[config.mk]
export PLATFORM = sky130hd
export DESIGN_NAME = uart_channel_irq_and_io_ctrl
export DESIGN_NICKNAME = d
export VERILOG_FILES = /design/src/uart_irq_pkg.sv /design/src/pin_ctrl_if.sv /design/src/sync_2ff.sv /design/src/io_pin_mux.sv /design/src/uart_channel_irq_and_io_ctrl.sv
export SDC_FILE = /design/constraint.sdc
export NUM_CORES = 1
export LEC_CHECK = 0
export ABC_AREA = 1
export BUFFER_PORTS_ARGS = -buffer_cell sky130_fd_sc_hd__buf_2
export CAP_MARGIN = 5
export CORE_MARGIN = 2
export CORE_UTILIZATION = 55
export CTS_CLUSTER_SIZE = 16
export DETAILED_ROUTE_END_ITERATION = 10
export PLACE_DENSITY_LB_ADDON = 0.15
export SETUP_SLACK_MARGIN = 0.2
export SLEW_MARGIN = 10
export SYNTH_ARGS = -nofsm -noshare
export SYNTH_HDL_FRONTEND = slang
export SYNTH_HIERARCHICAL = 1
export SYNTH_SLANG_ARGS = --single-unit
[constraint.sdc]
create_clock -name core_clk -period 4.3 [get_ports core_clk]
set_clock_uncertainty 0.15 [all_clocks]
set_input_delay 0.43 -clock core_clk [delete_from_list [all_inputs] [get_ports core_clk]]
set_output_delay 0.43 -clock core_clk [all_outputs]
set_load 0.005 [all_outputs]
[src/uart_irq_pkg.sv]
/*
 * constants shared by the channel interrupt / port-pin block:
 * register offsets, field positions, reset values, codes.
 * assumes byte addressing on a 32-bit classic wishbone bus.
 */
package uart_irq_pkg;

    // register byte offsets
    localparam logic [5:0] OFS_LOW_SEL   = 6'h00;
    localparam logic [5:0] OFS_HIGH_SEL  = 6'h04;
    localparam logic [5:0] OFS_FLAGS     = 6'h08;
    localparam logic [5:0] OFS_ENABLES   = 6'h0C;
    localparam logic [5:0] OFS_MODE      = 6'h10;
    localparam logic [5:0] OFS_OUT_LATCH = 6'h14;
    localparam logic [5:0] OFS_IN_PORT   = 6'h18;
    localparam logic [5:0] OFS_COMMAND   = 6'h1C;
    localparam logic [5:0] OFS_EVT_FLAGS = 6'h20;
    localparam logic [5:0] OFS_EVT_MASK  = 6'h24;
    localparam logic [5:0] OFS_FLOW_STAT = 6'h28;

    // mode register fields
    localparam int MODE_MASKED_READ_BIT = 0;
    localparam int MODE_RX_TRIG_LSB     = 2;
    localparam int MODE_TX_TRIG_LSB     = 4;

    // status bit positions
    localparam int ST_INPUT_CHANGE = 7;
    localparam int ST_WATCHDOG     = 6;
    localparam int ST_ADDR_MATCH   = 5;
    localparam int ST_FLOW_CHAR    = 4;
    localparam int ST_RESERVED     = 3;
    localparam int ST_BREAK        = 2;
    localparam int ST_RX_READY     = 1;
    localparam int ST_TX_READY     = 0;

    // command codes, low five bits of the command port
    localparam logic [4:0] CMD_RESET_ADDR_STATUS  = 5'h1B;
    localparam logic [4:0] CMD_RESET_BREAK_CHANGE = 5'h05;

    // idle receiver bit times before the watchdog fires
    localparam logic [6:0] WATCHDOG_BIT_TIMES = 7'h40;

    // reset values
    localparam logic [7:0] RST_BYTE = 8'h00;

    typedef enum logic [1:0] {
        PIN_INPUT    = 2'b00,
        PIN_LATCH    = 2'b01,
        PIN_FUNCTION = 2'b10,
        PIN_RESERVED = 2'b11
    } pin_mode_t;

    typedef enum logic [1:0] {
        RX_TRIG_READY = 2'b00,
        RX_TRIG_HALF  = 2'b01,
        RX_TRIG_3Q    = 2'b10,
        RX_TRIG_FULL  = 2'b11
    } rx_trig_t;

    typedef enum logic [1:0] {
        TX_TRIG_EMPTY = 2'b00,
        TX_TRIG_1Q    = 2'b01,
        TX_TRIG_HALF  = 2'b10,
        TX_TRIG_3Q    = 2'b11
    } tx_trig_t;

endpackage

[src/pin_ctrl_if.sv]
/*
 * bundle between the register logic and the port pin selector.
 * assumes both ends run on the same core clock.
 */
interface pin_ctrl_if;
    logic [15:0] sel;
    logic [7:0]  latch;
    logic [7:0]  func;
    logic [7:0]  pad_out;
    logic [7:0]  pad_oe;

    modport ctrl (output sel, output latch, output func,
                  input pad_out, input pad_oe);
    modport mux  (input sel, input latch, input func,
                  output pad_out, output pad_oe);
endinterface

[src/sync_2ff.sv]
/*
 * two flip-flop synchroniser for a bus of independent levels.
 * assumes each bit may change at any time relative to core_clk.
 */
module sync_2ff
    import uart_irq_pkg::*;
#(
    parameter int W = 8
)
(
    // clock and reset
    input  wire logic         core_clk,
    input  wire logic         nrst,
    // levels
    input  wire logic [W-1:0] d,
    output logic      [W-1:0] q
);
    logic [W-1:0] meta_reg;

    always_ff @(posedge core_clk)
    begin
        if (!nrst)
        begin
            meta_reg <= '0;
            q        <= '0;
        end
        else
        begin
            meta_reg <= d;
            q        <= meta_reg;
        end
    end
endmodule

[src/io_pin_mux.sv]
/*
 * per-pin selector: general input, output latch bit or pin function.
 * latch-mode pins drive the complement of the latch bit.
 * assumes sel holds two bits per pin, pin 0 in the low pair.
 */
module io_pin_mux
    import uart_irq_pkg::*;
(
    // clock and reset
    input  wire logic core_clk,
    input  wire logic nrst,
    // control bundle
    pin_ctrl_if.mux   pins
);
    for (genvar i = 0; i < 8; i++)
    begin : g_pin
        pin_mode_t mode;
        assign mode = pin_mode_t'(pins.sel[2*i +: 2]);

        always_ff @(posedge core_clk)
        begin
            if (!nrst)
            begin
                pins.pad_out[i] <= 1'b0;
                pins.pad_oe[i]  <= 1'b0;
            end
            else
            begin
                unique case (mode)
                    PIN_LATCH:
                    begin
                        pins.pad_out[i] <= ~pins.latch[i];
                        pins.pad_oe[i]  <= 1'b1;
                    end
                    PIN_FUNCTION:
                    begin
                        pins.pad_out[i] <= pins.func[i];
                        pins.pad_oe[i]  <= 1'b1;
                    end
                    // reserved code leaves the pin undriven, like input
                    PIN_INPUT, PIN_RESERVED:
                    begin
                        pins.pad_out[i] <= 1'b0;
                        pins.pad_oe[i]  <= 1'b0;
                    end
                endcase
            end
        end
    end
endmodule

[src/uart_channel_irq_and_io_ctrl.sv]
/*
 * one uart channel: interrupt source flags, enables, masked read,
 * active-low interrupt request, event interrupt, eight port pins.
 * assumes fifo levels and receiver events come from core_clk logic;
 * port pins are asynchronous and are synchronised here.
 */
// The register addresses and register access over Wishbone are this design's own decisions.
module uart_channel_irq_and_io_ctrl
    import uart_irq_pkg::*;
#(
    parameter int RX_DEPTH = 256,
    parameter int TX_DEPTH = 256,
    parameter int LVL_W    = 9
)
(
    // clock and reset
    input  wire logic             core_clk,
    input  wire logic             nrst,
    // wishbone slave
    input  wire logic [5:0]       wb_adr_i,
    input  wire logic [31:0]      wb_dat_i,
    output logic      [31:0]      wb_dat_o,
    input  wire logic             wb_we_i,
    input  wire logic [3:0]       wb_sel_i,
    input  wire logic             wb_cyc_i,
    input  wire logic             wb_stb_i,
    output logic                  wb_ack_o,
    // receiver and transmitter events and levels
    input  wire logic             bit_tick,
    input  wire logic             rx_push,
    input  wire logic             rx_queue_read,
    input  wire logic [LVL_W-1:0] rx_level,
    input  wire logic [LVL_W-1:0] tx_level,
    input  wire logic             addr_match_event,
    input  wire logic             flow_char_event,
    input  wire logic [7:0]       flow_char_status,
    input  wire logic             break_change_event,
    // pin functions from the channel data paths
    input  wire logic             rts_n,
    input  wire logic             dtr_n,
    input  wire logic             dsr_n,
    input  wire logic             rx_dma_req_n,
    // port pins
    input  wire logic [7:0]       io_in,
    output logic      [7:0]       io_out,
    output logic      [7:0]       io_oe,
    // interrupts
    output logic                  interrupt_request_low,
    output logic                  irq_event
);
    localparam logic [LVL_W-1:0] RX_FULL_LVL = LVL_W'(RX_DEPTH);
    localparam logic [LVL_W-1:0] RX_HALF_LVL = LVL_W'(RX_DEPTH / 2);
    localparam logic [LVL_W-1:0] RX_3Q_LVL   = LVL_W'((RX_DEPTH * 3) / 4);
    localparam logic [LVL_W-1:0] TX_1Q_LVL   = LVL_W'(TX_DEPTH / 4);
    localparam logic [LVL_W-1:0] TX_HALF_LVL = LVL_W'(TX_DEPTH / 2);
    localparam logic [LVL_W-1:0] TX_3Q_LVL   = LVL_W'((TX_DEPTH * 3) / 4);

    logic [7:0]  port_pins_low_select_reg;
    logic [7:0]  port_pins_high_select_reg;
    logic [7:0]  interrupt_source_enables_reg;
    logic [7:0]  mode_reg;
    logic [7:0]  output_port_latch_reg;
    logic [7:0]  evt_flags_reg;
    logic [7:0]  evt_mask_reg;
    logic [7:0]  prev_flags_reg;
    logic        input_change_reg;
    logic        watchdog_reg;
    logic        addr_match_reg;
    logic        flow_char_reg;
    logic        break_change_reg;
    logic        rx_ready_reg;
    logic [6:0]  idle_count_reg;
    logic [1:0]  io_prev_reg;
    logic [7:0]  input_port_value;
    logic [7:0]  interrupt_source_flags;
    logic        tx_ready;
    logic        access;
    logic        wr_access;
    logic        rd_access;
    logic [7:0]  wr_byte;
    logic [7:0]  rd_next;
    logic        cmd_write;
    logic        rd_input_port;
    logic        rd_flow_stat;
    logic        rd_evt_flags;
    logic        rx_fifo_event;
    logic        pin_change;
    logic [7:0]  evt_rise;
    rx_trig_t    receive_trigger_select;
    tx_trig_t    transmit_trigger_select;
    logic        masked_status_read_enable;

    pin_ctrl_if pins ();

    sync_2ff #(
        .W (8)
    ) u_sync (
        .core_clk (core_clk),
        .nrst     (nrst),
        .d        (io_in),
        .q        (input_port_value)
    );

    io_pin_mux u_mux (
        .core_clk (core_clk),
        .nrst     (nrst),
        .pins     (pins)
    );

    assign masked_status_read_enable = mode_reg[MODE_MASKED_READ_BIT];
    assign receive_trigger_select =
        rx_trig_t'(mode_reg[MODE_RX_TRIG_LSB +: 2]);
    assign transmit_trigger_select =
        tx_trig_t'(mode_reg[MODE_TX_TRIG_LSB +: 2]);

    // bus decode; side effects happen on the edge that raises ack
    assign access    = wb_cyc_i && wb_stb_i && !wb_ack_o;
    assign wr_access = access && wb_we_i && wb_sel_i[0];
    assign rd_access = access && !wb_we_i;
    assign wr_byte   = wb_dat_i[7:0];
    assign cmd_write = wr_access && (wb_adr_i == OFS_COMMAND);
    assign rd_input_port = rd_access && (wb_adr_i == OFS_IN_PORT);
    assign rd_flow_stat  = rd_access && (wb_adr_i == OFS_FLOW_STAT);
    assign rd_evt_flags  = rd_access && (wb_adr_i == OFS_EVT_FLAGS);

    // pin muxing
    assign pins.sel   = {port_pins_high_select_reg,
                         port_pins_low_select_reg};
    assign pins.latch = output_port_latch_reg;
    // function outputs are active low on the pins
    assign pins.func  = {1'b1,                               // pin 7
                         rx_dma_req_n,
                         dsr_n,
                         dtr_n,
                         ~interrupt_source_flags[ST_TX_READY],
                         2'b11,                              // pins 2, 1
                         rts_n};
    assign io_out = pins.pad_out;
    assign io_oe  = pins.pad_oe;

    always_ff @(posedge core_clk)
    begin
        if (!nrst)
        begin
            wb_ack_o <= 1'b0;
            wb_dat_o <= '0;
        end
        else
        begin
            wb_ack_o <= access;
            if (rd_access)
                wb_dat_o <= {24'h000000, rd_next};
        end
    end

    always_comb
    begin
        unique case (wb_adr_i)
            OFS_LOW_SEL:   rd_next = port_pins_low_select_reg;
            OFS_HIGH_SEL:  rd_next = port_pins_high_select_reg;
            OFS_FLAGS:
                if (masked_status_read_enable)
                    rd_next = interrupt_source_flags &
                              interrupt_source_enables_reg;
                else
                    rd_next = interrupt_source_flags;
            OFS_ENABLES:   rd_next = interrupt_source_enables_reg;
            OFS_MODE:      rd_next = mode_reg;
            OFS_OUT_LATCH: rd_next = output_port_latch_reg;
            OFS_IN_PORT:   rd_next = input_port_value;
            OFS_EVT_FLAGS: rd_next = evt_flags_reg;
            OFS_EVT_MASK:  rd_next = evt_mask_reg;
            OFS_FLOW_STAT: rd_next = flow_char_status;
            default:       rd_next = 8'h00;
        endcase
    end

    // software written configuration
    always_ff @(posedge core_clk)
    begin
        if (!nrst)
        begin
            port_pins_low_select_reg     <= RST_BYTE;
            port_pins_high_select_reg    <= RST_BYTE;
            interrupt_source_enables_reg <= RST_BYTE;
            mode_reg                     <= RST_BYTE;
            output_port_latch_reg        <= RST_BYTE;
            evt_mask_reg                 <= RST_BYTE;
        end
        else if (wr_access)
        begin
            unique case (wb_adr_i)
                OFS_LOW_SEL:   port_pins_low_select_reg <= wr_byte;
                OFS_HIGH_SEL:  port_pins_high_select_reg <= wr_byte;
                OFS_ENABLES:   interrupt_source_enables_reg <= wr_byte;
                OFS_MODE:      mode_reg <= wr_byte;
                OFS_OUT_LATCH: output_port_latch_reg <= wr_byte;
                OFS_EVT_MASK:  evt_mask_reg <= wr_byte;
                default:       ;
            endcase
        end
    end

    // input change on pins 0 and 1
    assign pin_change = |(input_port_value[1:0] ^ io_prev_reg);

    always_ff @(posedge core_clk)
    begin
        if (!nrst)
        begin
            io_prev_reg      <= 2'b00;
            input_change_reg <= 1'b0;
        end
        else
        begin
            io_prev_reg <= input_port_value[1:0];
            // a change seen in the clearing cycle is kept
            if (pin_change)
                input_change_reg <= 1'b1;
            else if (rd_input_port)
                input_change_reg <= 1'b0;
        end
    end

    // receiver idle watchdog
    assign rx_fifo_event = rx_push || rx_queue_read;

    always_ff @(posedge core_clk)
    begin
        if (!nrst)
        begin
            idle_count_reg <= 7'h00;
            watchdog_reg   <= 1'b0;
        end
        else if (rx_fifo_event)
        begin
            idle_count_reg <= 7'h00;
            watchdog_reg   <= 1'b0;
        end
        else if (bit_tick)
        begin
            // counter stops past the limit so it cannot wrap and refire
            if (idle_count_reg <= WATCHDOG_BIT_TIMES)
                idle_count_reg <= idle_count_reg + 7'h01;
            if (idle_count_reg == WATCHDOG_BIT_TIMES)
                watchdog_reg <= 1'b1;
        end
    end

    // receiver event flags
    always_ff @(posedge core_clk)
    begin
        if (!nrst)
        begin
            addr_match_reg   <= 1'b0;
            flow_char_reg    <= 1'b0;
            break_change_reg <= 1'b0;
        end
        else
        begin
            if (addr_match_event)
                addr_match_reg <= 1'b1;
            else if (cmd_write &&
                     wr_byte[4:0] == CMD_RESET_ADDR_STATUS)
                addr_match_reg <= 1'b0;
            if (flow_char_event)
                flow_char_reg <= 1'b1;
            else if (rd_flow_stat)
                flow_char_reg <= 1'b0;
            if (break_change_event)
                break_change_reg <= 1'b1;
            else if (cmd_write &&
                     wr_byte[4:0] == CMD_RESET_BREAK_CHANGE)
                break_change_reg <= 1'b0;
        end
    end

    // receiver ready per trigger mode
    always_ff @(posedge core_clk)
    begin
        if (!nrst)
            rx_ready_reg <= 1'b0;
        else
        begin
            unique case (receive_trigger_select)
                RX_TRIG_READY:
                    if (rx_push)
                        rx_ready_reg <= 1'b1;
                    else if (rx_queue_read &&
                             rx_level == LVL_W'(1))
                        rx_ready_reg <= 1'b0;
                RX_TRIG_FULL:
                    // a held character pushed after a read refills it
                    if (rx_push && rx_level == RX_FULL_LVL - LVL_W'(1))
                        rx_ready_reg <= 1'b1;
                    else if (rx_level != RX_FULL_LVL)
                        rx_ready_reg <= 1'b0;
                RX_TRIG_3Q:
                    rx_ready_reg <= (rx_level >= RX_3Q_LVL);
                RX_TRIG_HALF:
                    rx_ready_reg <= (rx_level >= RX_HALF_LVL);
            endcase
        end
    end

    // transmitter ready follows the level directly
    always_comb
    begin
        unique case (transmit_trigger_select)
            TX_TRIG_EMPTY: tx_ready = (tx_level == '0);
            TX_TRIG_1Q:    tx_ready = (tx_level < TX_1Q_LVL);
            TX_TRIG_HALF:  tx_ready = (tx_level < TX_HALF_LVL);
            TX_TRIG_3Q:    tx_ready = (tx_level < TX_3Q_LVL);
        endcase
    end

    assign interrupt_source_flags = {input_change_reg,
                                     watchdog_reg,
                                     addr_match_reg,
                                     flow_char_reg,
                                     1'b0,
                                     break_change_reg,
                                     rx_ready_reg,
                                     tx_ready};

    // request output registered; enable bit 3 gates a constant zero
    always_ff @(posedge core_clk)
    begin
        if (!nrst)
            interrupt_request_low <= 1'b1;
        else
            interrupt_request_low <= ~|(interrupt_source_flags &
                interrupt_source_enables_reg);
    end

    // sticky event flags: rising edge of each source flag
    assign evt_rise = interrupt_source_flags & ~prev_flags_reg;

    always_ff @(posedge core_clk)
    begin
        if (!nrst)
        begin
            prev_flags_reg <= RST_BYTE;
            evt_flags_reg  <= RST_BYTE;
        end
        else
        begin
            prev_flags_reg <= interrupt_source_flags;
            if (rd_evt_flags)
                evt_flags_reg <= evt_rise;
            else
                evt_flags_reg <= evt_flags_reg | evt_rise;
        end
    end

    always_ff @(posedge core_clk)
    begin
        if (!nrst)
            irq_event <= 1'b0;
        else
            irq_event <= |(evt_flags_reg & evt_mask_reg);
    end

endmodule

==> results of run 1 <==
## cells in the final DEF (no fill, tap or decap), types with 3 or more instances in the layout
master,n
clkinvlp_4,5
buf_2,90
nor3_1,7
inv_4,3
inv_1,81
dfxtp_1,120
a21oi_1,66
nand2_1,179
o21a_1,5
dlygate4sd3_1,14
ha_1,18
bufinv_16,3
nand4_1,13
nor2_4,3
clkbuf_16,16
nor2_1,71
nand2_2,7
o21ai_0,57
conb_1,27
nand3_1,29
a211oi_1,5
inv_2,4
nor2_2,7
clkbuf_8,3
clkinv_2,3
nor2_8,8
o21ai_1,6
## area by class of cell
type,instances,share of cell area [%]
Clock inverter,11,2.133
Inverter,91,5.177
Clock buffer,21,6.544
Multi-Input combinational cell,530,39.96
Sequential cell,120,35.00
Tap cell,136,2.479
Timing Repair Buffer,105,8.713
## metrics by stage
| step | instances | utilization (%) |
|---|---|---|
| 2_1_floorplan | 783 | - |
| 3_3_place_gp | 968 | 59.90 |
| 3_5_place_dp | 968 | 59.90 |
| 4_1_cts | 1014 | 67.09 |
| 5_1_grt | 1014 | 67.09 |
| 6_report | 1014 | 67.09 |
## per-layer routing
metal	wire length, um	vias to the layer above
li1	-	2607
met1	6123	2351
met2	6892	218
met3	1138	24
met4	318	0
met5	0	-
## tightest hold or removal path, delay by kind of cell
kind	cells	cell delay [ns]
and+or+nand+nor	1	0.09
AOI/OAI and AO/OA	1	0.06
buffers and inverters	1	0.08
## report_power, final
group	switching (mW)	internal, mW	total, mW
combinational	0.0952	0.0544	0.150
sequential	0.0156	1.14	1.15
clock	0.505	0.912	1.42
total	0.616	2.10	2.72
## worst min-delay path by stage
| stage | slack [ns] | endpoint | cells past startpoint | startpoint |
|---|---|---|---|---|
| final | 0.03 | u_mux/pins.pad_out[0]$_SDFF_PN0_ | 3 | rts_n |
| after global routing | 0.03 | u_mux/pins.pad_out[0]$_SDFF_PN0_ | 3 | rts_n |
| after CTS | 0.01 | u_mux/pins.pad_out[0]$_SDFF_PN0_ | 3 | rts_n |
| after detailed placement | 0.25 | u_sync/q[1]$_SDFF_PN0_ | 2 | u_sync/meta_reg[1]$_SDFF_PN0_ |
| after global placement | 0.24 | u_sync/q[1]$_SDFF_PN0_ | 2 | u_sync/meta_reg[1]$_SDFF_PN0_ |
| after floorplan | 0.24 | u_sync/q[6]$_SDFF_PN0_ | 2 | u_sync/meta_reg[6]$_SDFF_PN0_ |
## repair_timing
item | CTS | global route
hold buffers | 14 | 0
setup endpoints to repair | 0 | 0
gates resized for setup | 0 | 0
hold endpoints to repair | 14 | 0
## kinds of logic after synthesis
kind of cell               count (synthesis)
AOI/OAI and AO/OA                        149
xor gates and xnor gates                   3
adders and majority gates                 18
buffers and inverters                    133
DFF                                      120
other                                      2
and+or+nand+nor                          333
==> impl_metrics.env, run 1 <==
export IMPL_outcome="finished, final reports clean"
export IMPL_drtPass1Iterations=6
export IMPL_place_ws_ns=1.491
export IMPL_grt_ovfl_total=0
export IMPL_worstSetupEndpointType="register"
export IMPL_critPathKind="in -> reg"
export IMPL_cts_sink_count=120
export IMPL_endpoint="idle_count_reg[1]$_SDFFE_PP0P_"
export IMPL_drc=0
export IMPL_setup_tns_final_ns=0
export IMPL_ant_nets=0
export IMPL_clk_pin_slew_ns=0.06
export IMPL_synth_mux_area_fraction_pct=0
export IMPL_yosys_top_cells_count="nand2_1, dfxtp_1, inv_1"
export IMPL_fmax_ghz=0.4334
export IMPL_finalPower_mw=2.718
export IMPL_timing_rr_start="wb_ack_o$_SDFF_PN0_"
export IMPL_seqCellArea_um2=2402
export IMPL_synthSimpleGateAreaFrac_pct=27.51
export IMPL_crit_start="nrst"
export IMPL_cpMaxStageDelayCell="clkinv_1"
export IMPL_synth_fa_ha_area_share_pct=3.924
export IMPL_root_buffer="clkbuf_8"
export IMPL_met3_usage_pct=6.683
export IMPL_rrSetupSlack_ns=2.48
export IMPL_cts_made_buffers=17
export IMPL_die_height_um=106.2
export IMPL_clock_latency_ns=0.52
export IMPL_dp_hpwl_um=10620
export IMPL_final_max_slew_viol_count=0
export IMPL_timing_rr_end="interrupt_source_enables_reg[3]$_SDFFE_PN0P_"
export IMPL_synth_top_family_by_area="simple AND/OR/NAND/NOR gates"
export IMPL_synth_top_area_share_pct=41.86
export IMPL_min_period_over_period_pct=53.66
export IMPL_synth_area_top_cells="dfxtp_1, nand2_1, a21oi_1, inv_1, o21ai_0"
export IMPL_synth_edf_count=0
export IMPL_drt_vias_per_instance=5.128
export IMPL_htree_levels=4
export IMPL_cpPeakStageDelay_ns=0.74
export IMPL_maxCapViolations=0
export IMPL_coreArea_um2=10230
export IMPL_required_ns=4.59
export IMPL_grt_max_degree=46
export IMPL_hp_class="in -> reg"
export IMPL_drt_wl_total_um=14470
export IMPL_routedWlPerCell_um=14.27
export IMPL_ys_types=46
export IMPL_antenna_cells=0
export IMPL_drive_above_1_share_pct=18.91
export IMPL_hold_viol_final=0
export IMPL_grt_use_met1_pct=33.76
export IMPL_worstPathBufferInverterCount=2
export IMPL_synth_area_per_cell_um2=7.572
export IMPL_reg2reg_depth=6
export IMPL_synth_top_cell_by_area="dfxtp_1"
export IMPL_rows=37
export IMPL_slew_headroom_pct=51.67
export IMPL_synth_compound_area_share_pct=14.13
export IMPL_cp_arrival_ns=2.60
export IMPL_period_minus_slack_ns=2.307
export IMPL_gp_congestion=0.9227
export IMPL_path_cells="buf_2 -> clkinv_1 -> nor3_2 -> o21ai_0 -> a21oi_1"
export IMPL_ys_warn_count=6
export IMPL_syn_area_um2=5739
export IMPL_grt_use_total_pct=26.74
export IMPL_vias=5200
export IMPL_cts_buffer_depth=2
export IMPL_portBuffers=90
export IMPL_fp_dieArea_um2=11270
export IMPL_finalWorstSetupSlack_ns=1.993
export IMPL_tightest_slew_ns=0.7250
export IMPL_worstPathMaxFanout=44
export IMPL_yosysMostFrequentCell="nand2_1"
export IMPL_n_fill_cell=859
export IMPL_synthXorXnorAreaFrac_pct=0.4578
export IMPL_grt_busiest_layer="met2"
export IMPL_ys_ff_latch=120
export IMPL_powerDensity_nw_per_um2=396.0
export IMPL_syn_to_final_growth_pct=19.60
export IMPL_rsz0062_at_grt="false"
export IMPL_cts_setup_buffers=0
export IMPL_grt_pass1_wl_um=23290
export IMPL_path_depth=5
export IMPL_start_util_pct=56.10
export IMPL_setup_viol=0
export IMPL_cts_tree="done"
export IMPL_synth_seq_area_share_pct=41.86
export IMPL_final_nets=974
export IMPL_cp_top_family="buffers and inverters"
export IMPL_multiInputGateArea_um2=2743
export IMPL_first_iter_violations=351
export IMPL_fin_hold_ws_ns=0.02738
export IMPL_netlist_instances=758
export IMPL_antenna_found_initial=0
export IMPL_fp_dieW_um=106.2
export IMPL_synth_async_reset_ratio_pct=0
export IMPL_met2_usage_pct=44.55
export IMPL_power_leakage_nw=3.380
export IMPL_worstSetupStartpointType="input pin"
export IMPL_peakVddDrop_v=0.0002610
export IMPL_dpl_cell_area_um2=6128
export IMPL_final_area_um2=6864
export IMPL_synth_flop_cell="dfxtp_1"
export IMPL_ios=142
export IMPL_grt_pass1_vias=4832
Note: power is estimated with default switching activity, not from simulation.
==> inputs of run 2 (changes only) <==
ABC_AREA = 0   (was 1)
CORE_UTILIZATION = 48   (was 55)
clock period = 1.85 ns   (was 4.3 ns; I/O delays follow)
==> impl_metrics.env, run 2 <==
export IMPL_hp_start="flow_char_status[7]"
export IMPL_worstSetupStartpointType="register"
export IMPL_ys_types=60
export IMPL_die_height_um=111.3
export IMPL_timing_rr_end="output_port_latch_reg[3]$_SDFFE_PN0P_"
export IMPL_grt_max_degree=59
export IMPL_yosys_top_cells_count="dfxtp_1, nor2_1, mux2i_1"
export IMPL_drive_above_1_share_pct=29.35
export IMPL_maxCapViolations=0
export IMPL_synth_edf_count=0
export IMPL_peakVddDrop_v=0.0007840
export IMPL_fmax_ghz=0.5780
export IMPL_dp_cells=841
export IMPL_synth_top_area_share_pct=43.47
export IMPL_root_buffer="clkbuf_16"
export IMPL_ys_ff_latch=120
export IMPL_clock_power_share_pct=50.8
export IMPL_internal_power_mw=4.823
export IMPL_clock_latency_ns=0.41
export IMPL_vias=4894
export IMPL_first_iter_violations=331
export IMPL_final_max_slew_viol_count=0
export IMPL_cts_tree="done"
export IMPL_reg2reg_depth=7
export IMPL_final_area_um2=7291
export IMPL_finish_utilization_pct=64.40
export IMPL_final_cells=896
export IMPL_drt_wl_total_um=16040
export IMPL_dpl_cell_area_um2=6406
export IMPL_dp_hpwl_um=11590
export IMPL_antenna_found_initial=0
export IMPL_grt_ovfl_total=0
export IMPL_grt_pass1_vias=4659
export IMPL_rrSetupSlack_ns=0.12
export IMPL_required_ns=1.98
export IMPL_drc=0
export IMPL_rsz0062_at_grt="true"
export IMPL_cts_buffer_depth=2
export IMPL_pwr_share_seq_pct=43.0
export IMPL_finalPower_mw=6.207
export IMPL_routedWlPerCell_um=17.90
export IMPL_min_to="wb_dat_o[7]$_SDFFE_PN0P_"
export IMPL_slew_headroom_pct=60.78
export IMPL_min_period_over_period_pct=93.52
export IMPL_hp_class="in -> reg"
export IMPL_htree_levels=4
export IMPL_gp_congestion=0.9500
export IMPL_netSwitchingPower_mw=1.383
export IMPL_worstSetupEndpointType="register"
export IMPL_netlist_instances=582
export IMPL_rows=39
export IMPL_tightest_slew_ns=0.5883
export IMPL_antenna_cells=0
export IMPL_cts_sink_count=120
export IMPL_final_nets=849
export IMPL_yosysMostFrequentCell="dfxtp_1"
export IMPL_ys_warn_count=6
export IMPL_setup_viol=0
export IMPL_hold_viol_final=0
export IMPL_portBuffers=90
export IMPL_layout_common_cells="dfxtp_1, buf_2, nor2_1"
export IMPL_worstPathMaxFanout=8
export IMPL_start_util_pct=48.82
export IMPL_powerDensity_nw_per_um2=851.3
export IMPL_drt_vias_per_instance=5.462
export IMPL_clk_pin_slew_ns=0.05
export IMPL_swShare_pct=22.29
export IMPL_fp_dieArea_um2=12390
export IMPL_fp_dieW_um=111.3
export IMPL_hold_depth=4
export IMPL_syn_area_um2=5527
export IMPL_cts_made_buffers=17
export IMPL_synth_top_cell_by_area="dfxtp_1"
export IMPL_synth_seq_area_share_pct=43.47
export IMPL_synth_async_reset_ratio_pct=0
export IMPL_ios=142
export IMPL_n_fill_cell=941
export IMPL_drtPass1Iterations=5
export IMPL_ant_nets=0
export IMPL_synth_area_per_cell_um2=9.496
export IMPL_power_leakage_nw=3.095
export IMPL_cp_arrival_ns=1.86
export IMPL_grt_pass1_wl_um=24750
export IMPL_period_minus_slack_ns=1.730
export IMPL_combPwrFrac_pct=6.2
export IMPL_setup_tns_final_ns=0
export IMPL_critPathKind="reg -> reg"
export IMPL_outcome="finished, final reports clean"
export IMPL_synth_area_top_cells="dfxtp_1, mux2i_1, nor2_1, ha_1, a22oi_1"
export IMPL_syn_to_final_growth_pct=31.92
export IMPL_coreArea_um2=11320
export IMPL_synth_flop_cell="dfxtp_1"
export IMPL_grt_use_total_pct=25.80
export IMPL_mostFrequentLayoutCell="dfxtp_1"
export IMPL_timing_rr_start="wb_ack_o$_SDFF_PN0_"
run 2: changes by cell type after synthesis, moves of 10 or more:
| cell | delta |
|---|---|
| nand2_1 | -133 |
| a21oi_1 | -55 |
| inv_1 | -52 |
| mux2i_1 | +49 |
| o21ai_0 | -47 |
| a22oi_1 | +27 |
| nand3_1 | -22 |
| and2_2 | +12 |
| nand3b_1 | +12 |
| nand2b_1 | +10 |
| nor2_1 | -10 |
| nor2b_1 | +10 |
run 2: area by class of cell:
cell class              instances  area (um^2)  share of cell area, %
flip-flops and latches        120         2409                  33.04
clock buffers                  25        505.5                  6.933
multi-input cells             409         2875                  39.44
inverters                      30        112.6                  1.545
well taps                     143        178.9                  2.454
repair buffers                162         1144                  15.69
clock inverters                 7        66.31                 0.9096
run 2: logic make-up (layout without fill, tap and decap cells):
family | after synthesis | after routing | share of synthesized area, %
AO/OA/AOI/OAI | 84 | 84 | 11.30
adder cells (fa/ha/maj) | 19 | 19 | 4.256
XOR/XNOR | 7 | 7 | 1.109
multiplexers | 49 | 49 | 8.875
flip-flops | 120 | 120 | 43.47
buffers and inverters | 78 | 224 | 7.856
other | 2 | 27 | 0.1359
AND/OR/NAND/NOR | 223 | 223 | 23.00
run 2: what timing repair did:
item / CTS / global route
setup buffers: 0 / 3
gates cloned: 0 / 1
pin swaps: 6 / 6
gates resized for setup: 12 / 14
hold endpoints to repair: 29 / 0
setup endpoints to repair: 68 / 66
hold buffers: 19 / 0
run 2: how the worst max path moves through the flow:
stage                                    from                                        to
after floorplan                   wb_adr_i[5]                  mode_reg[1]$_SDFFE_PN0P_
after global placement            wb_adr_i[5]                  wb_dat_o[5]$_SDFFE_PN0P_
after detailed placement          wb_adr_i[5]                  wb_dat_o[5]$_SDFFE_PN0P_
after CTS                 wb_ack_o$_SDFF_PN0_  port_pins_low_select_reg[1]$_SDFFE_PN0P_
after global routing      wb_ack_o$_SDFF_PN0_  port_pins_low_select_reg[7]$_SDFFE_PN0P_
final                     wb_ack_o$_SDFF_PN0_     output_port_latch_reg[3]$_SDFFE_PN0P_
run 2: metal layers:
layer	GRT usage [%]	vias up	routed length, um
met1	33.26	2317	6718
li1	-	2311	-
met2	42.76	232	7843
met5	0	-	0
met3	5.139	34	1083
met4	10.12	0	391
run 2: metrics by stage:
stage	hold slack (ns)	setup WS [ns]
after floorplan	0.1524	-0.03128
after global placement	0.2449	-0.1607
after detailed placement	0.2561	-0.1589
after CTS	0.007378	0.1376
after global routing	0.02112	0.03513
final	0.002280	0.1198
run 2: critical path, cell delays in order, from the launching register on:
cell,delay [ns]
dfxtp_1,0.30
and3b_2,0.27
nand3_4,0.10
buf_6,0.15
nor3_4,0.19
buf_12,0.16
mux2i_2,0.21
nor2_1,0.06
run 2: power groups by stage:
stage / Clock (mW) / Sequential, mW / Combinational [mW]
6_report: 3.15 / 2.67 / 0.386
5_1_grt: 3.31 / 2.67 / 0.418
4_1_cts: 3.20 / 2.66 / 0.365
3_5_place_dp: 0 / 2.72 / 0.330
3_3_place_gp: 0 / 2.72 / 0.322
2_1_floorplan: 0 / 2.71 / 0.206
==> inputs of run 3 (changes only) <==
--- a/config.mk
+++ b/config.mk
@@ -19,3 +19,3 @@
 export SYNTH_HDL_FRONTEND = slang
-export SYNTH_HIERARCHICAL = 1
 export SYNTH_SLANG_ARGS = --single-unit
+export TNS_END_PERCENT = 100
==> constraint.sdc (replaced) <==
create_clock -name core_clk -period 1.85 [get_ports core_clk]
set_clock_uncertainty 0.15 [all_clocks]
set_input_delay 0.0925 -clock core_clk [delete_from_list [all_inputs] [get_ports core_clk]]
set_output_delay 0.0925 -clock core_clk [all_outputs]
set_load 0.005 [all_outputs]
==> impl_metrics.env, run 3 <==
export IMPL_hold_viol_final=0
export IMPL_grt_pass1_vias=4558
export IMPL_cts_tree="done"
export IMPL_worstPathMaxFanout=8
export IMPL_synth_flop_cell="dfxtp_1"
export IMPL_setup_tns_final_ns=0
export IMPL_dpl_cell_area_um2=6252
export IMPL_drtPass1Iterations=5
export IMPL_ys_warn_count=0
export IMPL_dp_hpwl_um=11130
export IMPL_synth_top_cell_by_area="dfxtp_1"
export IMPL_ys_ff_latch=120
export IMPL_fp_dieW_um=110.4
export IMPL_grt_pass1_wl_um=24370
export IMPL_routedWlPerCell_um=17.63
export IMPL_maxCapViolations=0
export IMPL_final_nets=855
export IMPL_ios=142
export IMPL_grt_max_degree=61
export IMPL_peakVddDrop_v=0.0008636
export IMPL_yosysMostFrequentCell="dfxtp_1"
export IMPL_min_period_over_period_pct=95.55
export IMPL_first_iter_violations=346
export IMPL_coreArea_um2=10940
export IMPL_synth_async_reset_ratio_pct=0
export IMPL_portBuffers=90
export IMPL_fp_dieArea_um2=12200
export IMPL_cts_sink_count=120
export IMPL_fmax_ghz=0.5657
export IMPL_finalPower_mw=6.424
export IMPL_cp_arrival_ns=1.92
export IMPL_drc=0
export IMPL_drt_vias_per_instance=5.328
export IMPL_setup_viol=0
export IMPL_finalWorstSetupSlack_ns=0.08237
export IMPL_cts_made_buffers=17
export IMPL_gp_congestion=0.9083
export IMPL_powerDensity_nw_per_um2=873.0
export IMPL_cpMaxStageDelayCell="dfxtp_2"
export IMPL_mostFrequentLayoutCell="dfxtp_1"
export IMPL_cts_buffer_depth=2
export IMPL_drt_wl_total_um=15850
export IMPL_layout_common_cells="dfxtp_1, buf_2, nor2_1"
export IMPL_synth_top_area_share_pct=44.18
export IMPL_final_area_um2=7358
export IMPL_slew_headroom_pct=59.64
export IMPL_power_leakage_nw=2.994
export IMPL_yosys_top_cells_count="dfxtp_1, nor2_1, mux2i_1"
export IMPL_ant_nets=0
export IMPL_outcome="finished, final reports clean"
export IMPL_antenna_cells=0
export IMPL_die_height_um=110.4
export IMPL_rows=38
export IMPL_cpPeakStageDelay_ns=0.33
export IMPL_start_util_pct=49.73
export IMPL_antenna_found_initial=0
export IMPL_htree_levels=4
export IMPL_root_buffer="clkbuf_16"
export IMPL_synth_area_top_cells="dfxtp_1, mux2i_1, nor2_1, ha_1, buf_4"
export IMPL_critPathKind="reg -> reg"
export IMPL_syn_area_um2=5438
export IMPL_clk_pin_slew_ns=0.06
export IMPL_period_minus_slack_ns=1.768
export IMPL_hp_class="in -> reg"
export IMPL_netlist_instances=578
export IMPL_synth_area_per_cell_um2=9.408
export IMPL_ys_types=69
export IMPL_vias=4790
export IMPL_path_cells="and3b_2 -> nand3_4 -> buf_4 -> nor3_4 -> buf_12 -> mux2i_2 -> nor2_1"
export IMPL_synth_seq_area_share_pct=44.18
export IMPL_worstSetupEndpointType="register"
export IMPL_final_max_slew_viol_count=0
export IMPL_synth_edf_count=0
export IMPL_required_ns=2.00
export IMPL_rsz0062_at_grt="true"
export IMPL_grt_use_total_pct=25.59
export IMPL_syn_to_final_growth_pct=35.32
export IMPL_place_ws_ns=-0.1630
export IMPL_tightest_slew_ns=0.6055
export IMPL_grt_ovfl_total=0
export IMPL_worstSetupStartpointType="register"
export IMPL_drive_above_1_share_pct=26.35
export IMPL_clock_latency_ns=0.42
## run 3: cell types whose count changed after synthesis, sizes merged, moves of 10 or more
cell	previous run	this run
nand2	46	32
nand3b	12	1
nor2	67	81
o21ai	10	20
a22oi	29	19
## run 3: what timing repair did
| item | 4_1_cts | 5_1_grt |
|---|---|---|
| hold buffers | 39 | 0 |
| endpoints found under the setup margin | 33 | 63 |
| endpoints found under the hold margin | 70 | 0 |
| gates resized for setup | 6 | 11 |
| pin swaps | 6 | 13 |
| setup buffers | 7 | 1 |
## run 3: area by class of cell
class / instances / area, um^2
fill: 895 / 3577
multi-input combinational: 397 / 2756
sequential: 120 / 2407
timing repair buffer: 174 / 1282
clock buffer: 18 / 439.2
tap: 140 / 175.2
clock inverter: 14 / 162.7
inverter: 36 / 135.1
## run 3: kinds of logic after synthesis
kind of cell,synth area share (%)
AND/OR/NAND/NOR,19.24
flip-flops,44.18
AO/OA/AOI/OAI,12.52
buffers and inverters,8.283
multiplexers,10.58
adder cells (fa/ha/maj),4.326
XOR/XNOR,0.8055
other,0.06896
## run 3: report_power, final
| part | internal [mW] | switching (mW) |
|---|---|---|
| clock | 2.05 | 1.29 |
| combinational | 0.197 | 0.221 |
| sequential | 2.63 | 0.0375 |
## run 3: final timing paths
path	start	to	slack [ns]	cells after the start
worst max-delay path	wb_ack_o$_SDFF_PN0_	output_port_latch_reg[4]$_SDFFE_PN0P_	0.08	7
worst max register to register	wb_ack_o$_SDFF_PN0_	output_port_latch_reg[4]$_SDFFE_PN0P_	0.08	7
worst min-delay path	rx_push	idle_count_reg[2]$_SDFFE_PP0P_	0.01	3
worst min register to register	prev_flags_reg[4]$_SDFF_PN0_	evt_flags_reg[4]$_SDFF_PN0_	0.27	1
## run 3: through the flow
stage	hold slack, ns	util (%)	std cells
floorplan	0.05348	-	601
global placement	0.1479	57.17	820
detailed placement	0.1520	57.17	820
CTS	0.004252	66.90	898
global route	0.02473	67.29	899
finish	0.01005	67.29	899
## run 3: routing by layer
| layer | up-vias | global-route usage [%] | part of all wire, % |
|---|---|---|---|
| li1 | 2326 | - | - |
| met1 | 2243 | 32.54 | 44 |
| met2 | 191 | 43.60 | 48 |
| met3 | 30 | 4.885 | 5.8 |
| met4 | 0 | 8.667 | 2.2 |
| met5 | - | 0 | 0 |
## run 3: critical path: cells and delay by family (launching register included)
family / cells / cell delay (ns)
multiplexers: 1 / 0.22
AND/OR/NAND/NOR: 4 / 0.60
buffers and inverters: 2 / 0.36
flip-flops: 1 / 0.33
